`src/rtl/dcss_regs.svh`:
```
/*
 * Constants of the daisy-chain serial slave frame block.
 * Assumes inclusion by bare name from the rtl/ folder.
 */
`ifndef DCSS_REGS_SVH
`define DCSS_REGS_SVH

// ****************************************************************
// Frame geometry, queue depth and fixed words
// ****************************************************************
`define DCSS_FRAME_BITS   16
`define DCSS_STEP_BITS    8
`define DCSS_CNT_W        8
`define DCSS_CMD_W        2
`define DCSS_ADDR_W       4
`define DCSS_ADDR_LSB     10
`define DCSS_DATA_W       10
`define DCSS_FIFO_DEPTH   8
`define DCSS_RST_WORD     16'h0000
`define DCSS_ERR_WORD     16'h8000

`endif

```
`src/rtl/dcss_pkg.sv`:
```
/*
 * Types shared by the serial slave frame block.
 * Assumes dcss_regs.svh is on the include path.
 */
package dcss_pkg;
   typedef enum logic [1:0] {
      DCSS_IDLE,
      DCSS_SHIFT,
      DCSS_CLOSE
   } dcss_state_e;
endpackage

```
`src/rtl/dcss_fifo.sv`:
```
/*
 * Small synchronous FIFO with valid/ready on both sides.
 * Assumes one clock and a synchronised active-low reset.
 */
`timescale 1ns/1ns
module dcss_fifo #(
   parameter int WIDTH = 16,
   parameter int DEPTH = 8
) (
   input  wire logic             core_clk,
   input  wire logic             rst_sync_b,
   input  wire logic [WIDTH-1:0] in_data,
   input  wire logic             in_valid,
   output logic                  in_ready,
   output logic      [WIDTH-1:0] out_data,
   output logic                  out_valid,
   input  wire logic             out_ready
);
   localparam int AW = $clog2(DEPTH);

   logic [WIDTH-1:0] mem_ff [DEPTH];
   logic [AW-1:0]    wr_ptr_ff;
   logic [AW-1:0]    rd_ptr_ff;
   logic [AW:0]      count_ff;
   wire              push;
   wire              pop;

   // Handshake decode
   assign in_ready  = (count_ff != (AW+1)'(DEPTH));
   assign out_valid = (count_ff != '0);
   assign push      = in_valid & in_ready;
   assign pop       = out_valid & out_ready;
   assign out_data  = mem_ff[rd_ptr_ff];

   // Storage array
   always_ff @(posedge core_clk) begin
      if (push) begin
         mem_ff[wr_ptr_ff] <= in_data;
      end
   end

   // Pointers and fill level
   always_ff @(posedge core_clk or negedge rst_sync_b) begin
      if (!rst_sync_b) begin
         wr_ptr_ff <= '0;
         rd_ptr_ff <= '0;
         count_ff  <= '0;
      end else begin
         if (push) begin
            wr_ptr_ff <= (wr_ptr_ff == AW'(DEPTH-1)) ? '0 : wr_ptr_ff + 1'b1;
         end
         if (pop) begin
            rd_ptr_ff <= (rd_ptr_ff == AW'(DEPTH-1)) ? '0 : rd_ptr_ff + 1'b1;
         end
         count_ff <= count_ff + (AW+1)'(push) - (AW+1)'(pop);
      end
   end
endmodule

```
`src/rtl/dcss_slave.sv`:
```
/*
 * Serial slave frame engine: 16-bit frames, daisy chain lengths,
 * frame error flag, write words queued to the device core.
 * Assumes serial pins are asynchronous and sampled by core_clk,
 * which runs at least four times the serial clock rate.
 */
// Functional notes
// - Execute only 16 plus n times 8 clocks
// - Bad count sets error, discards command
// - Select release writes shift register out
// - Sample input on serial clock fall
// - Advance output on serial clock rise
// - Input frames arrive most significant first
// - Output sent most significant bit first
// - Output high impedance until select low
// - Frame is control bits then data
// - One shift register, in and out
// - Sixteen clocks form own frame; rest passes
// - Ignore lines while select high
// - Select fall loads pending response
// - First output bit is error OR input
// - Reply comes in the next transfer
`timescale 1ns/1ns
`include "dcss_regs.svh"
module dcss_slave
   import dcss_pkg::*;
#(
   parameter int FRAME_BITS = `DCSS_FRAME_BITS,
   parameter int FIFO_DEPTH = `DCSS_FIFO_DEPTH
) (
   input  wire logic                      core_clk,
   input  wire logic                      rst_b,
   input  wire logic                      select_low_pin,
   input  wire logic                      sclk_pin,
   input  wire logic                      sdi_pin,
   output logic                           sdo_out,
   output logic                           sdo_oe,
   input  wire logic [FRAME_BITS-1:0]     reply_word,
   output logic                           reply_taken,
   output logic [FRAME_BITS-1:0]          wr_word,
   output logic                           wr_valid,
   input  wire logic                      wr_ready,
   output logic                           frame_error_flag,
   output logic                           frame_busy
);
   // ****************************************************************
   // Reset release and pin synchronisers
   // ****************************************************************
   logic       rst_meta_ff;
   logic       rst_sync_b;
   logic [1:0] cs_sync_ff;
   logic [1:0] ck_sync_ff;
   logic [1:0] di_sync_ff;
   logic       cs_d_ff;
   logic       ck_d_ff;

   // Reset release through two flops
   always_ff @(posedge core_clk or negedge rst_b) begin
      if (!rst_b) begin
         rst_meta_ff <= 1'b0;
         rst_sync_b  <= 1'b0;
      end else begin
         rst_meta_ff <= 1'b1;
         rst_sync_b  <= rst_meta_ff;
      end
   end

   // Two-flop synchronisers; select idles high
   always_ff @(posedge core_clk or negedge rst_sync_b) begin
      if (!rst_sync_b) begin
         cs_sync_ff <= 2'h3;
         ck_sync_ff <= 2'h0;
         di_sync_ff <= 2'h0;
         cs_d_ff    <= 1'b1;
         ck_d_ff    <= 1'b0;
      end else begin
         cs_sync_ff <= {cs_sync_ff[0], select_low_pin};
         ck_sync_ff <= {ck_sync_ff[0], sclk_pin};
         di_sync_ff <= {di_sync_ff[0], sdi_pin};
         cs_d_ff    <= cs_sync_ff[1];
         ck_d_ff    <= ck_sync_ff[1];
      end
   end

   // ****************************************************************
   // Edge decode
   // ****************************************************************
   wire cs_s      = cs_sync_ff[1];
   wire di_s      = di_sync_ff[1];
   wire cs_fall   = cs_d_ff & ~cs_s;
   wire cs_rise   = ~cs_d_ff & cs_s;
   // Serial edges count only while selected
   wire ck_fall   = ~cs_s & ~cs_d_ff & ck_d_ff & ~ck_sync_ff[1];
   wire ck_rise   = ~cs_s & ~cs_d_ff & ~ck_d_ff & ck_sync_ff[1];

   // ****************************************************************
   // Frame state
   // ****************************************************************
   dcss_state_e               state_ff;
   dcss_state_e               nxt_state;
   logic [FRAME_BITS-1:0]     shreg_ff;
   logic [`DCSS_CNT_W-1:0]    cnt_ff;
   logic                      odd_ff;
   logic                      past16_ff;
   logic                      sdo_ff;
   logic                      err_ff;
   logic                      wr_pend_ff;
   logic [FRAME_BITS-1:0]     wr_hold_ff;
   logic                      fifo_ready;

   // Count legality: 16 reached and a whole multiple of 8 after
   localparam int STEP_LSBS = $clog2(`DCSS_STEP_BITS);
   wire [STEP_LSBS-1:0] step_mod = cnt_ff[STEP_LSBS-1:0];
   wire count_ok  = past16_ff & (step_mod == '0) & ~odd_ff;
   // Bit leaving the register is the chain output
   wire shift_out = shreg_ff[FRAME_BITS-1];

   // Next frame state
   always_comb begin
      nxt_state = state_ff;
      case (state_ff)
         DCSS_IDLE: begin
            if (cs_fall) begin
               nxt_state = DCSS_SHIFT;
            end
         end
         DCSS_SHIFT: begin
            if (cs_rise) begin
               nxt_state = DCSS_CLOSE;
            end
         end
         DCSS_CLOSE: begin
            nxt_state = DCSS_IDLE;
         end
         default: begin
            nxt_state = DCSS_IDLE;
         end
      endcase
   end

   // State register
   always_ff @(posedge core_clk or negedge rst_sync_b) begin
      if (!rst_sync_b) begin
         state_ff <= DCSS_IDLE;
      end else begin
         state_ff <= nxt_state;
      end
   end

   // Clock pulse counter
   always_ff @(posedge core_clk or negedge rst_sync_b) begin
      if (!rst_sync_b) begin
         cnt_ff    <= '0;
         past16_ff <= 1'b0;
         odd_ff    <= 1'b0;
      end else if (cs_fall) begin
         cnt_ff    <= '0;
         past16_ff <= 1'b0;
         odd_ff    <= 1'b0;
      end else if (ck_fall) begin
         cnt_ff <= cnt_ff + 1'b1;
         if (cnt_ff == `DCSS_CNT_W'(FRAME_BITS - 1)) begin
            past16_ff <= 1'b1;
         end
         if (cnt_ff == '1) begin
            odd_ff <= 1'b1;  // Overflow counts as illegal
         end
      end
   end

   // Shift register: load, sample, and output stage
   // Single shared shift register
   always_ff @(posedge core_clk or negedge rst_sync_b) begin
      if (!rst_sync_b) begin
         shreg_ff <= `DCSS_RST_WORD;
         sdo_ff   <= 1'b0;
      end else if (cs_fall) begin
         shreg_ff <= reply_word;
         // First bit is error OR input
         sdo_ff   <= err_ff | di_s;
      end else if (ck_fall) begin
         shreg_ff <= {shreg_ff[FRAME_BITS-2:0], di_s};
      end else if (ck_rise) begin
         sdo_ff <= shift_out;
      end
   end

   // Error flag and write capture at select release
   always_ff @(posedge core_clk or negedge rst_sync_b) begin
      if (!rst_sync_b) begin
         err_ff     <= 1'b0;
         wr_pend_ff <= 1'b0;
         wr_hold_ff <= '0;
      end else begin
         // Pending word leaves once the queue takes it; never twice
         if (wr_pend_ff & fifo_ready) begin
            wr_pend_ff <= 1'b0;
         end
         if (state_ff == DCSS_CLOSE) begin
            err_ff <= ~count_ok;
            if (count_ok) begin
               // Control and data bits as one word
               wr_pend_ff <= 1'b1;
               wr_hold_ff <= shreg_ff;
            end
         end
      end
   end

   // ****************************************************************
   // Outputs
   // ****************************************************************
   // Drive output only while selected
   assign sdo_oe           = (state_ff == DCSS_SHIFT) & ~cs_s;
   assign sdo_out          = sdo_ff;
   // Reply word consumed at the next frame start
   assign reply_taken      = cs_fall;
   assign frame_error_flag = err_ff;
   assign frame_busy       = (state_ff != DCSS_IDLE);

   // Queue of accepted words toward the device core
   dcss_fifo #(
      .WIDTH (FRAME_BITS),
      .DEPTH (FIFO_DEPTH)
   ) u_fifo (
      .core_clk   (core_clk),
      .rst_sync_b (rst_sync_b),
      .in_data    (wr_hold_ff),
      .in_valid   (wr_pend_ff),
      .in_ready   (fifo_ready),
      .out_data   (wr_word),
      .out_valid  (wr_valid),
      .out_ready  (wr_ready)
   );
endmodule

```
`config.mk`:
```
export PLATFORM = sky130hd
export DESIGN_NAME = dcss_slave
export DESIGN_NICKNAME = d
export VERILOG_FILES = /design/src/rtl/dcss_pkg.sv /design/src/rtl/dcss_fifo.sv /design/src/rtl/dcss_slave.sv
export VERILOG_INCLUDE_DIRS = /design/src /design/src/rtl
export SDC_FILE = /design/constraint.sdc
export NUM_CORES = 1
export LEC_CHECK = 0
export BUFFER_PORTS_ARGS = -buffer_cell sky130_fd_sc_hd__buf_4
export CAP_MARGIN = 30
export CORE_AREA = 10 10 130 132
export DETAILED_ROUTE_END_ITERATION = 16
export DIE_AREA = 0 0 140 142
export MAX_ROUTING_LAYER = met4
export PLACE_DENSITY = 0.78
export SYNTH_ARGS = -nofsm -noshare
export SYNTH_HDL_FRONTEND = slang
export SYNTH_HIERARCHICAL = 1
export SYNTH_SLANG_ARGS = --single-unit
export TNS_END_PERCENT = 10
```
`constraint.sdc`:
```
create_clock -name core_clk -period 5.8 [get_ports core_clk]
set_input_delay 1.16 -clock core_clk [delete_from_list [all_inputs] [get_ports core_clk]]
set_output_delay 1.16 -clock core_clk [all_outputs]
set_load 0.01 [all_outputs]
```
==> metrics.md, run 1 <==
| Metric | Value |
|---|---|
| Outcome | finished, final reports clean |
| CP Buf/Inv Count | 2 |
| Mux cell area share after synthesis | 0.1652 |
| CP peak stage delay | ~640 ps |
| Most common cell in the netlist | edfxtp_1 |
| Num rows | between 40 and 50 |
| Initial Utilization | 0.5486 |
| RSZ-0062 raised after global routing | no |
| Top post-synthesis cells by count | edfxtp_1 (128), dfrtp_1 (64), mux2_2 (38) |
| Tmin final | 3495 ps |
| First-pass GRT wire length | 22.70 mm |
| Num CTS Buffers | 17 |
| Complex-gate fraction of the synthesized area | 0.02693 |
| Total Power | 3.419 mW |
| Setup TNS | 0 ps |
| CP startpoint kind | flip-flop |
| Worst Path Required | about 4600 ps |
| Top_reg_cell synth | edfxtp_1 |
| P&R area growth vs syn | 15.87% |
| Worst Tran Pin Value | 1011 ps |
| Peak Freq | about 290 MHz |
| Hold Crit Class | flip-flop to async pin |
| Fillcell total | 1001 |
| IO Port Bufs | 43 |
| Syn Nets | 480 |
| # IOs | 44 |
| DRT Wirelength | roughly 14 mm |
| Critical-path top delay cell | mux4_1 |
| Clk sinks | 195 |
| P_sw | 0.7959 mW |
| Syn Std Cell Area | 7853 um^2 |
| Number of distinct library cells after synthesis | between 40 and 50 |
| Hold slack final | 131.1 ps |
| CTS tree | yes |
| Post-layout net count | 530 |
| ANT nets after route | 0 |
| Placed insts | 660 |
| Adder-Cell Fraction of Synth Area | 0.02167 |
| RD Place Congestion | 0.9415 |
| Syn Area/Cell | 17.65 um^2 |
| DR vias/cell | 5.831 |
| Sequential area share after synthesis | 0.7035 |
| Seq cells post-synth | 195 |
| Sw Ratio | 0.2328 |
| Die area | 19880 um^2 |
| Critical Path AT | approximately 2300 ps |
| Drt first pass iters | 4 |
| Register area | 5525 um^2 |
| 1st-iter DRT viols | between 200 and 300 |
| Max-cap viol count | 0 |
| Post-layout util | 0.6357 |
| Largest net degree at the start of global routing | 56 |
| Area of the multi-input gates | approximately 2200 um^2 |
| Critical path cell sequence | buf_4 -> mux4_1 -> mux2_2 -> buf_4 |
| Synthesized netlist cell count | 445 |
| Number of global-route vias before repair | 4236 |
| Worst setup EP type | output port |
| Vias | 4035 |
| DP Wirelength | 8.755 mm |
| P per Cell Area | 375.8 nW/um^2 |
| Layout Skew | between 15 and 20 ps |
| Post-synthesis simple-gate area fraction | 0.05848 |
| Share of layout cells above drive strength 1 | 0.2756 |
| Yosys warning total | 6 |
| WS Path Type | flip-flop to output port |
| H-tree levels | 4 |
| Root Driver | clkbuf_16 |
| Logic pwr share | 0.164 |
| Largest family of logic cells by synthesized area | multiplexers |
| Core area | 14310 um^2 |
| GRT Util Overall | 0.1503 |
| Final Cycle Share | 0.6027 |
| Worst setup margin | 2305 ps |
| Clock power frac | 0.364 |
| Ys async rst share | 0.3436 |
| Crit-path leading delay family | multiplexers |
| Synth Area in XOR/XNOR | 0.002231 |
| Hold-fix buffers, CTS | 0 |
| Slew margin rel. | 0.3237 |
| CP most frequent cell | buf_4 |
| Internal | 2.623 mW |
| Placed cell areas | 8458 um^2 |
| Clk_lat worst skew | 420 ps |
| Biggest area consumer among synthesized cells | edfxtp_1 |
| # resized after CTS | 0 |
| Final setup violation count | 0 |
| Grt ovf | 0 |
| Antenna violations before repair | 0 |
| Lkg Pwr | 3.069 nW |
| Number of inserted diodes | 0 |
| Final instance area | 9099 um^2 |
| Final hold vios | 0 |
| Most area-consuming cells after synthesis | edfxtp_1 (49%), dfrtp_1 (20%), mux4_1 (9.7%), mux2_2 (5.4%), ha_1 (1.9%) |
| Max Slew Vio Count | 0 |
| Final Non-Filler Cells | 692 |
| DIE HEIGHT | 142 um |
| Worst VDD drop | just over 0.2 mV |
| Max Root-Sink Buffers | 2 |
| Post-CTS setup buffer count | 0 |
| Die width | 140 um |
| Count of flip-flops with a built-in enable after synthesis | 128 |
| Post-Place Worst Slack | 2757 ps |
| Drt drc | 0 |
| Seq pwr share | 0.472 |
| Drt wl/cell | 20.40 um |
| Clock slew at reported path FFs | 70 ps |
| Share of the synthesized area in the top cell type | 0.4895 |
| CP Max Fanout | 35 |
## kinds of logic after synthesis
family	after synthesis
adder cells (fa/ha/maj)	13
XOR/XNOR	2
other	1
flip-flops	195
AND/OR/NAND/NOR	94
buffers and inverters	33
AO/OA/AOI/OAI	33
multiplexers	74
## cell usage in the layout (no fill, tap or decap), types with 3 or more instances in the layout
| master | netlist | routed |
|---|---|---|
| dfstp_2 | 3 | 3 |
| edfxtp_1 | 128 | 128 |
| mux4_1 | 29 | 29 |
| a22oi_1 | 9 | 9 |
| mux2i_1 | 4 | 4 |
| bufinv_16 | 0 | 5 |
| nor2_1 | 13 | 10 |
| dfrtp_1 | 64 | 63 |
| nand4_1 | 4 | 4 |
| inv_1 | 12 | 12 |
| nand2b_1 | 5 | 5 |
| o21ai_0 | 3 | 3 |
| nor2_2 | 0 | 3 |
| a31oi_1 | 7 | 7 |
| nand3_1 | 12 | 12 |
| nor3_4 | 0 | 4 |
| clkbuf_16 | 0 | 17 |
| mux2_2 | 38 | 38 |
| buf_8 | 1 | 3 |
| buf_4 | 0 | 48 |
| mux4_2 | 3 | 3 |
| clkinv_2 | 0 | 6 |
| nand2_1 | 37 | 37 |
| ha_1 | 12 | 12 |
| a21oi_1 | 8 | 8 |
## power groups by stage
stage / registers (mW) / clock network (mW) / logic (mW)
after floorplan: 1.60 / 0 / 0.460
after CTS: 1.62 / 1.27 / 0.578
final: 1.61 / 1.24 / 0.561
after global routing: 1.63 / 1.32 / 0.621
after detailed placement: 1.64 / 0 / 0.569
after global placement: 1.64 / 0 / 0.553
## final timing paths
path | start | endpoint | slack, ps | depth (start not counted)
worst min register to register | rst_sync_b | u_fifo/count_ff[0] | 130 | 0
min in group core_clk | di_sync_ff[0] | di_sync_ff[1] | 350 | 0
worst max-delay path | u_fifo/rd_ptr_ff[0] | wr_word[6] | 2300 | 4
worst max register to register | u_fifo/count_ff[2] | u_fifo/count_ff[2] | 3300 | 10
max in group asynchronous | rst_sync_b | wr_hold_ff[3] | 4720 | 1
worst min-delay path | rst_sync_b | u_fifo/count_ff[0] | 130 | 0
## layer usage
layer | wire length, um | track usage
met1 | 6092 | 0.1841
met2 | 7255 | 0.2467
met3 | 685 | 0.03371
met4 | 83 | 0.04402
met5 | 0 | -
## state kept, by name (all words and copies together), names as in the netlist, 2 cells and up
name,count
u_fifo/mem_ff,128
shreg_ff,16
wr_hold_ff,16
cnt_ff,8
u_fifo/count_ff,4
u_fifo/rd_ptr_ff,3
u_fifo/wr_ptr_ff,3
ck_sync_ff,2
cs_sync_ff,2
di_sync_ff,2
state_ff,2
## final cells by class
| class | instances | area share |
|---|---|---|
| well taps | 184 | 0.02530 |
| clock inverters | 12 | 0.02021 |
| inverters | 12 | 0.004950 |
| multi-input cells | 217 | 0.2445 |
| repair buffers | 52 | 0.04758 |
| flip-flops and latches | 195 | 0.6073 |
| clock buffers | 20 | 0.05019 |
No activity file was read; power rests on OpenSTA's default activity.
==> run 2, diff against run 1 <==
Settings changed: CORE_AREA 10 10 130 132 to 10 10 132 134, DIE_AREA 0 0 140 142 to 0 0 142 144, PLACE_DENSITY 0.78 to 0.79.
Clock period 5.8 ns to 3.2 ns, I/O delays scaled along.
==> run 2 against run 1 <==
Effect of this change: largest cell class unchanged; critical path depth did not move; setup slack got worse by 1900 ps; die area increased by 2.9%; via count increased by 2.0%; count of clock-buffer cells in the layout up 3; hold slack improved by 57 ps; sequential power grew 80%; combinational power is 94% higher.
==> metrics.md, run 2 (synthesis results as in run 1) <==
| Metric | Value |
|---|---|
| Outcome | finished, final reports clean |
| Clk sinks | 195 |
| 1st-iter DRT viols | around 320 |
| Max Root-Sink Buffers | 2 |
| IO Port Bufs | 43 |
| Num CTS Buffers | 17 |
| Worst setup margin | between 400 and 500 ps |
| CP peak stage delay | roughly 610 ps |
| Logic pwr share | 0.181 |
| Drt drc | 0 |
| Critical-path top delay cell | mux4_1 |
| DRT Wirelength | 14.48 mm |
| Core area | 14860 um^2 |
| P per Cell Area | 662.4 nW/um^2 |
| Grt ovf | 0 |
| DR vias/cell | 5.835 |
| Layout Skew | between 8 and 9 ps |
| Num rows | 45 |
| Drt first pass iters | 6 |
| DIE HEIGHT | 144 um |
| Critical Path AT | approximately 2100 ps |
| Die area | 20450 um^2 |
| Clock slew at reported path FFs | 70 ps |
| Biggest register | u_fifo/mem_ff |
| P&R area growth vs syn | 15.57% |
| Register-to-Register Path Depth | 10 |
| Worst Tran Pin Value | approximately 580 ps |
| Seq pwr share | 0.482 |
| Max Slew Vio Count | 0 |
| Worst setup EP type | output port |
| Max reg flops | approximately 130 |
| DP Wirelength | 8.906 mm |
| Highest routed layer | met4 |
| CP startpoint kind | flip-flop |
| Max-cap viol count | 0 |
| CTS tree | yes |
| Setup crit start | u_fifo/rd_ptr_ff[0] |
| Final Cycle Share | 0.8700 |
| Hold Crit Class | flip-flop to async pin |
| Initial Utilization | 0.5283 |
| Final setup violation count | 0 |
| Setup TNS | 0 ps |
| Metal3 WL | 644 um |
| Slew margin rel. | 0.6153 |
| Internal | 4.496 mW |
| GRT Util Overall | 0.1520 |
| Post-CTS setup buffer count | 0 |
| Clock power frac | 0.337 |
| Post-Place Worst Slack | 736.8 ps |
| Antenna violations before repair | 0 |
| Peak Freq | about 360 MHz |
| P_sw | around 1.5 mW |
| # resized after CTS | 0 |
| Sw Ratio | 0.2521 |
| Drt wl/cell | just over 20 um |
| First-pass GRT wire length | 23.03 mm |
| CP Max Fanout | 35 |
| Clk_lat worst skew | between 400 and 500 ps |
| Post-layout net count | roughly 540 |
| Tmin final | between 2000 and 3000 ps |
| Largest net degree at the start of global routing | 36 |
| Vias | 4114 |
| H-tree levels | 4 |
| Number of global-route vias before repair | 4200 |
| Hold-fix buffers, CTS | 1 |
| # IOs | 44 |
| Worst Path Required | around 2600 ps |
| Die width | 142 um |
| R2R Path Start | u_fifo/count_ff[2] |
| RSZ-0062 raised after global routing | no |
| Root Driver | clkbuf_16 |
| RD Place Congestion | 0.7832 |
| Wire length on met1 | 6.295 mm |
| Number of inserted diodes | 0 |
| WS Path Type | flip-flop to output port |
| Commonest non-fill, non-tap cell in the layout | edfxtp_1 |
| Critical path cell sequence | buf_12 -> mux4_1 -> mux2_2 -> buf_4 |
| Final hold vios | 0 |
| Worst VDD drop | 0.4786 mV |
| Most frequent cells in the layout | edfxtp_1 (128), dfrtp_1 (63), buf_4 (59) |
| ANT nets after route | 0 |
| Fillcell total | between 1000 and 1500 |
| Metal2 WL | roughly 7.4 mm |
| Largest regs | u_fifo/mem_ff: 128 flops, shreg_ff: 16 flops, wr_hold_ff: 16 flops |
| Share of layout cells above drive strength 1 | 0.2805 |
| Lkg Pwr | a little over 3 nW |
## run 2: cell types whose count changed in the layout (fill, tap and decap cells not counted), moves of 2 or more
cell        change
clkinvlp_4      +2
nor2_2          -3
clkbuf_16       +2
buf_4          +11
clkinv_4        +4
bufinv_16       -5
nor2_1          +3
clkinv_2        -4
buf_8           -3
## run 2: routing by layer
layer	up-vias	track usage
li1	1864	-
met1	2125	0.1907
met2	112	0.2419
met3	13	0.03247
met4	0	0.05272
met5	-	-
## run 2: path summary, 6_finish.rpt
kind / to / slack, ps
hold / removal: wr_hold_ff[6] / 190
max in group asynchronous: shreg_ff[5] / 2310
setup reg to reg: u_fifo/count_ff[2] / 740
setup / recovery: wr_word[5] / 420
hold reg to reg: wr_hold_ff[6] / 190
min in group core_clk: cs_sync_ff[0] / 310
## run 2: critical path, delay by kind of cell (launching register included)
kind / cells / cell delay, ps
buffers and inverters: 2 / 400
DFF: 1 / 370
muxes: 2 / 920
## run 2: cell type report
type / instances / area (um^2) / share of cell area
timing repair buffer: 61 / 473.0 / 0.05212
clock inverter: 9 / 68.82 / 0.007583
multi-input combinational: 217 / 2217 / 0.2443
tap: 188 / 235.2 / 0.02592
clock buffer: 23 / 510.5 / 0.05625
inverter: 12 / 45.04 / 0.004963
sequential: 195 / 5525 / 0.6089
## run 2: metrics by stage
step                hold slack [ps]  power, mW  std cells  instance area, um^2  utilization
global placement              188.9      4.009        672                 8486       0.5709
finish                        187.7      6.011        705                 9075       0.6105
floorplan                     331.2      3.736        445                 7853            -
CTS                           203.7      6.077        705                 9075       0.6105
detailed placement            201.6      4.060        672                 8486       0.5709
global route                  227.6      6.257        705                 9075       0.6105
## run 2: power by group through the flow
stage	logic (mW)	registers (mW)	clock network (mW)
2_1_floorplan	0.833	2.90	0
3_3_place_gp	1.07	2.94	0
3_5_place_dp	1.11	2.95	0
4_1_cts	1.11	2.90	2.06
5_1_grt	1.19	2.91	2.16
6_report	1.09	2.90	2.03
==> run 3, diff against run 2 <==
--- a/config.mk
+++ b/config.mk
@@ -8,9 +8,10 @@
 export LEC_CHECK = 0
+export ABC_CLOCK_PERIOD_IN_PS = 2900
 export BUFFER_PORTS_ARGS = -buffer_cell sky130_fd_sc_hd__buf_4
 export CAP_MARGIN = 30
-export CORE_AREA = 10 10 132 134
+export CORE_AREA = 10 10 130 132
 export DETAILED_ROUTE_END_ITERATION = 16
-export DIE_AREA = 0 0 142 144
+export DIE_AREA = 0 0 140 142
 export MAX_ROUTING_LAYER = met4
-export PLACE_DENSITY = 0.79
+export PLACE_DENSITY = 0.78
 export SYNTH_ARGS = -nofsm -noshare
==> constraint.sdc (replaced) <==
create_clock -name core_clk -period 2.9 [get_ports core_clk]
set_input_delay 0.58 -clock core_clk [delete_from_list [all_inputs] [get_ports core_clk]]
set_output_delay 0.58 -clock core_clk [all_outputs]
set_load 0.005 [all_outputs]
==> run 3 against run 2 <==
Effect of this change: clock power rose by 11%; die area fell by 2.8%; via count fell by 2.4%; largest power group unchanged; sequential power rose by 10%.
==> metrics.md, run 3 (synthesis results as in run 1) <==
| Metric | Value |
|---|---|
| Initial Utilization | 0.5486 |
| Post-Place Worst Slack | between 400 and 500 ps |
| Lkg Pwr | 3.059 nW |
| GRT Util Overall | 0.1548 |
| Root Driver | clkbuf_16 |
| Worst setup margin | between 100 and 150 ps |
| Register area | 5525 um^2 |
| Register-to-Register Path Depth | 10 |
| Post-layout util | 0.6340 |
| Outcome | finished, final reports clean |
| P per Cell Area | 727.7 nW/um^2 |
| Hold Path Stages | 1 |
| Sw Ratio | 0.2426 |
| DIE HEIGHT | 142 um |
| Hold-fix buffers, CTS | 1 |
| Final setup violation count | 0 |
| Biggest register | u_fifo/mem_ff |
| P&R area growth vs syn | 15.57% |
| Area of the multi-input gates | 2217 um^2 |
| DRT Wirelength | between 10 and 15 mm |
| Commonest non-fill, non-tap cell in the layout | edfxtp_1 |
| Max Slew Vio Count | 0 |
| Critical-path top delay cell | mux4_1 |
| Max-cap viol count | 0 |
| Grt ovf | 0 |
| # IOs | 44 |
| CP peak stage delay | 630 ps |
| Die area | 19880 um^2 |
| RD Place Congestion | 0.8029 |
| Antenna violations before repair | 0 |
| Seq pwr share | 0.483 |
| Post-CTS setup buffer count | 0 |
| Critical Path AT | between 2000 and 2500 ps |
| Clock slew at reported path FFs | about 60 ps |
| Worst Tran Pin Value | 737.9 ps |
| Internal | between 5 and 6 mW |
| Hold Crit Class | primary input to flip-flop |
| WS Path Type | flip-flop to output port |
| Fillcell total | just under 1000 |
| Drt first pass iters | 4 |
| Logic pwr share | 0.177 |
| ANT nets after route | 0 |
| DR vias/cell | 5.737 |
| CP Max Fanout | 32 |
| Largest net degree at the start of global routing | 35 |
| Final Cycle Share | 0.9600 |
| Most frequent cells in the layout | edfxtp_1 (128), dfrtp_1 (63), buf_4 (57) |
| Max Root-Sink Buffers | 2 |
| Drt drc | 0 |
| Post-layout net count | 538 |
| Num CTS Buffers | 17 |
| Vias | 4016 |
| Final instance area | 9075 um^2 |
| P_sw | 1.602 mW |
| Worst setup EP type | output port |
| Number of global-route vias before repair | 4362 |
| Peak Freq | 359.2 MHz |
| CTS tree | yes |
| H-tree levels | 4 |
| Layout Skew | 8.253 ps |
| RSZ-0062 raised after global routing | no |
| Num rows | 44 |
| Worst VDD drop | 0.4293 mV |
| CP startpoint kind | flip-flop |
| DP Wirelength | 9.024 mm |
| IO Port Bufs | 43 |
| Clk_lat worst skew | 430 ps |
| Slew margin rel. | 0.5081 |
| Max reg flops | between 100 and 150 |
| # resized after CTS | 0 |
| Clock power frac | 0.341 |
| Share of layout cells above drive strength 1 | 0.2791 |
| Tmin final | 2784 ps |
| First-pass GRT wire length | 23.18 mm |
| Core area | between 10000 and 15000 um^2 |
| Worst Path Required | 2320 ps |
| Setup TNS | 0 ps |
| 1st-iter DRT viols | 312 |
| Final hold vios | 0 |
| Critical path cell sequence | buf_12 -> mux4_1 -> mux2_2 -> buf_4 |
| Placed cell areas | 8486 um^2 |
| Drt wl/cell | 20.52 um |
| Die width | 140 um |
| Largest regs | u_fifo/mem_ff: 128 flops, shreg_ff: 16 flops, wr_hold_ff: 16 flops |
| Clk sinks | a little under 200 |
| Number of inserted diodes | 0 |
-- run 3: power by group through the flow --
stage / registers (mW) / logic, mW / clock network [mW]
after floorplan: 3.20 / 0.885 / 0
after global placement: 3.23 / 1.14 / 0
after detailed placement: 3.24 / 1.19 / 0
after CTS: 3.19 / 1.20 / 2.30
after global routing: 3.20 / 1.30 / 2.40
final: 3.19 / 1.17 / 2.25
-- run 3: critical path: cells and delay by family (launching register included) --
kind / cells / cell delay, ps
multiplexers: 2 / 940
buffers and inverters: 2 / 390
flip-flops: 1 / 420
-- run 3: cell type report --
class,instances,area share
sequential,195,0.6089
inverter,12,0.004963
timing repair buffer,60,0.05267
clock inverter,13,0.01503
clock buffer,19,0.04881
tap,184,0.02537
multi-input combinational,217,0.2443
-- run 3: per-layer routing --
layer	track usage	up-vias	wire length (um)
li1	-	1851	-
met1	0.1910	2027	6049
met2	0.2477	117	7279
met3	0.03271	21	757
met4	0.05924	0	275
met5	-	-	0
-- run 3: path summary, 6_finish.rpt --
| path | start | end | slack [ps] |
|---|---|---|---|
| setup / recovery | u_fifo/rd_ptr_ff[0] | wr_word[5] | 120 |
| hold / removal | sdi_pin | di_sync_ff[0] | 260 |
| setup reg to reg | u_fifo/count_ff[2] | u_fifo/count_ff[3] | 390 |
| hold reg to reg | rst_sync_b | wr_pend_ff | 340 |
| max in group asynchronous | rst_sync_b | wr_hold_ff[3] | 1940 |
| min in group asynchronous | rst_sync_b | wr_pend_ff | 340 |
-- run 3: per-stage QoR --
step	hold WS, ps	std cells	power, mW
after global routing	242.5	700	6.912
after detailed placement	334.6	667	4.436
final	262.9	700	6.604
after CTS	245.9	700	6.689
after global placement	336.9	667	4.374
after floorplan	284.4	445	4.086
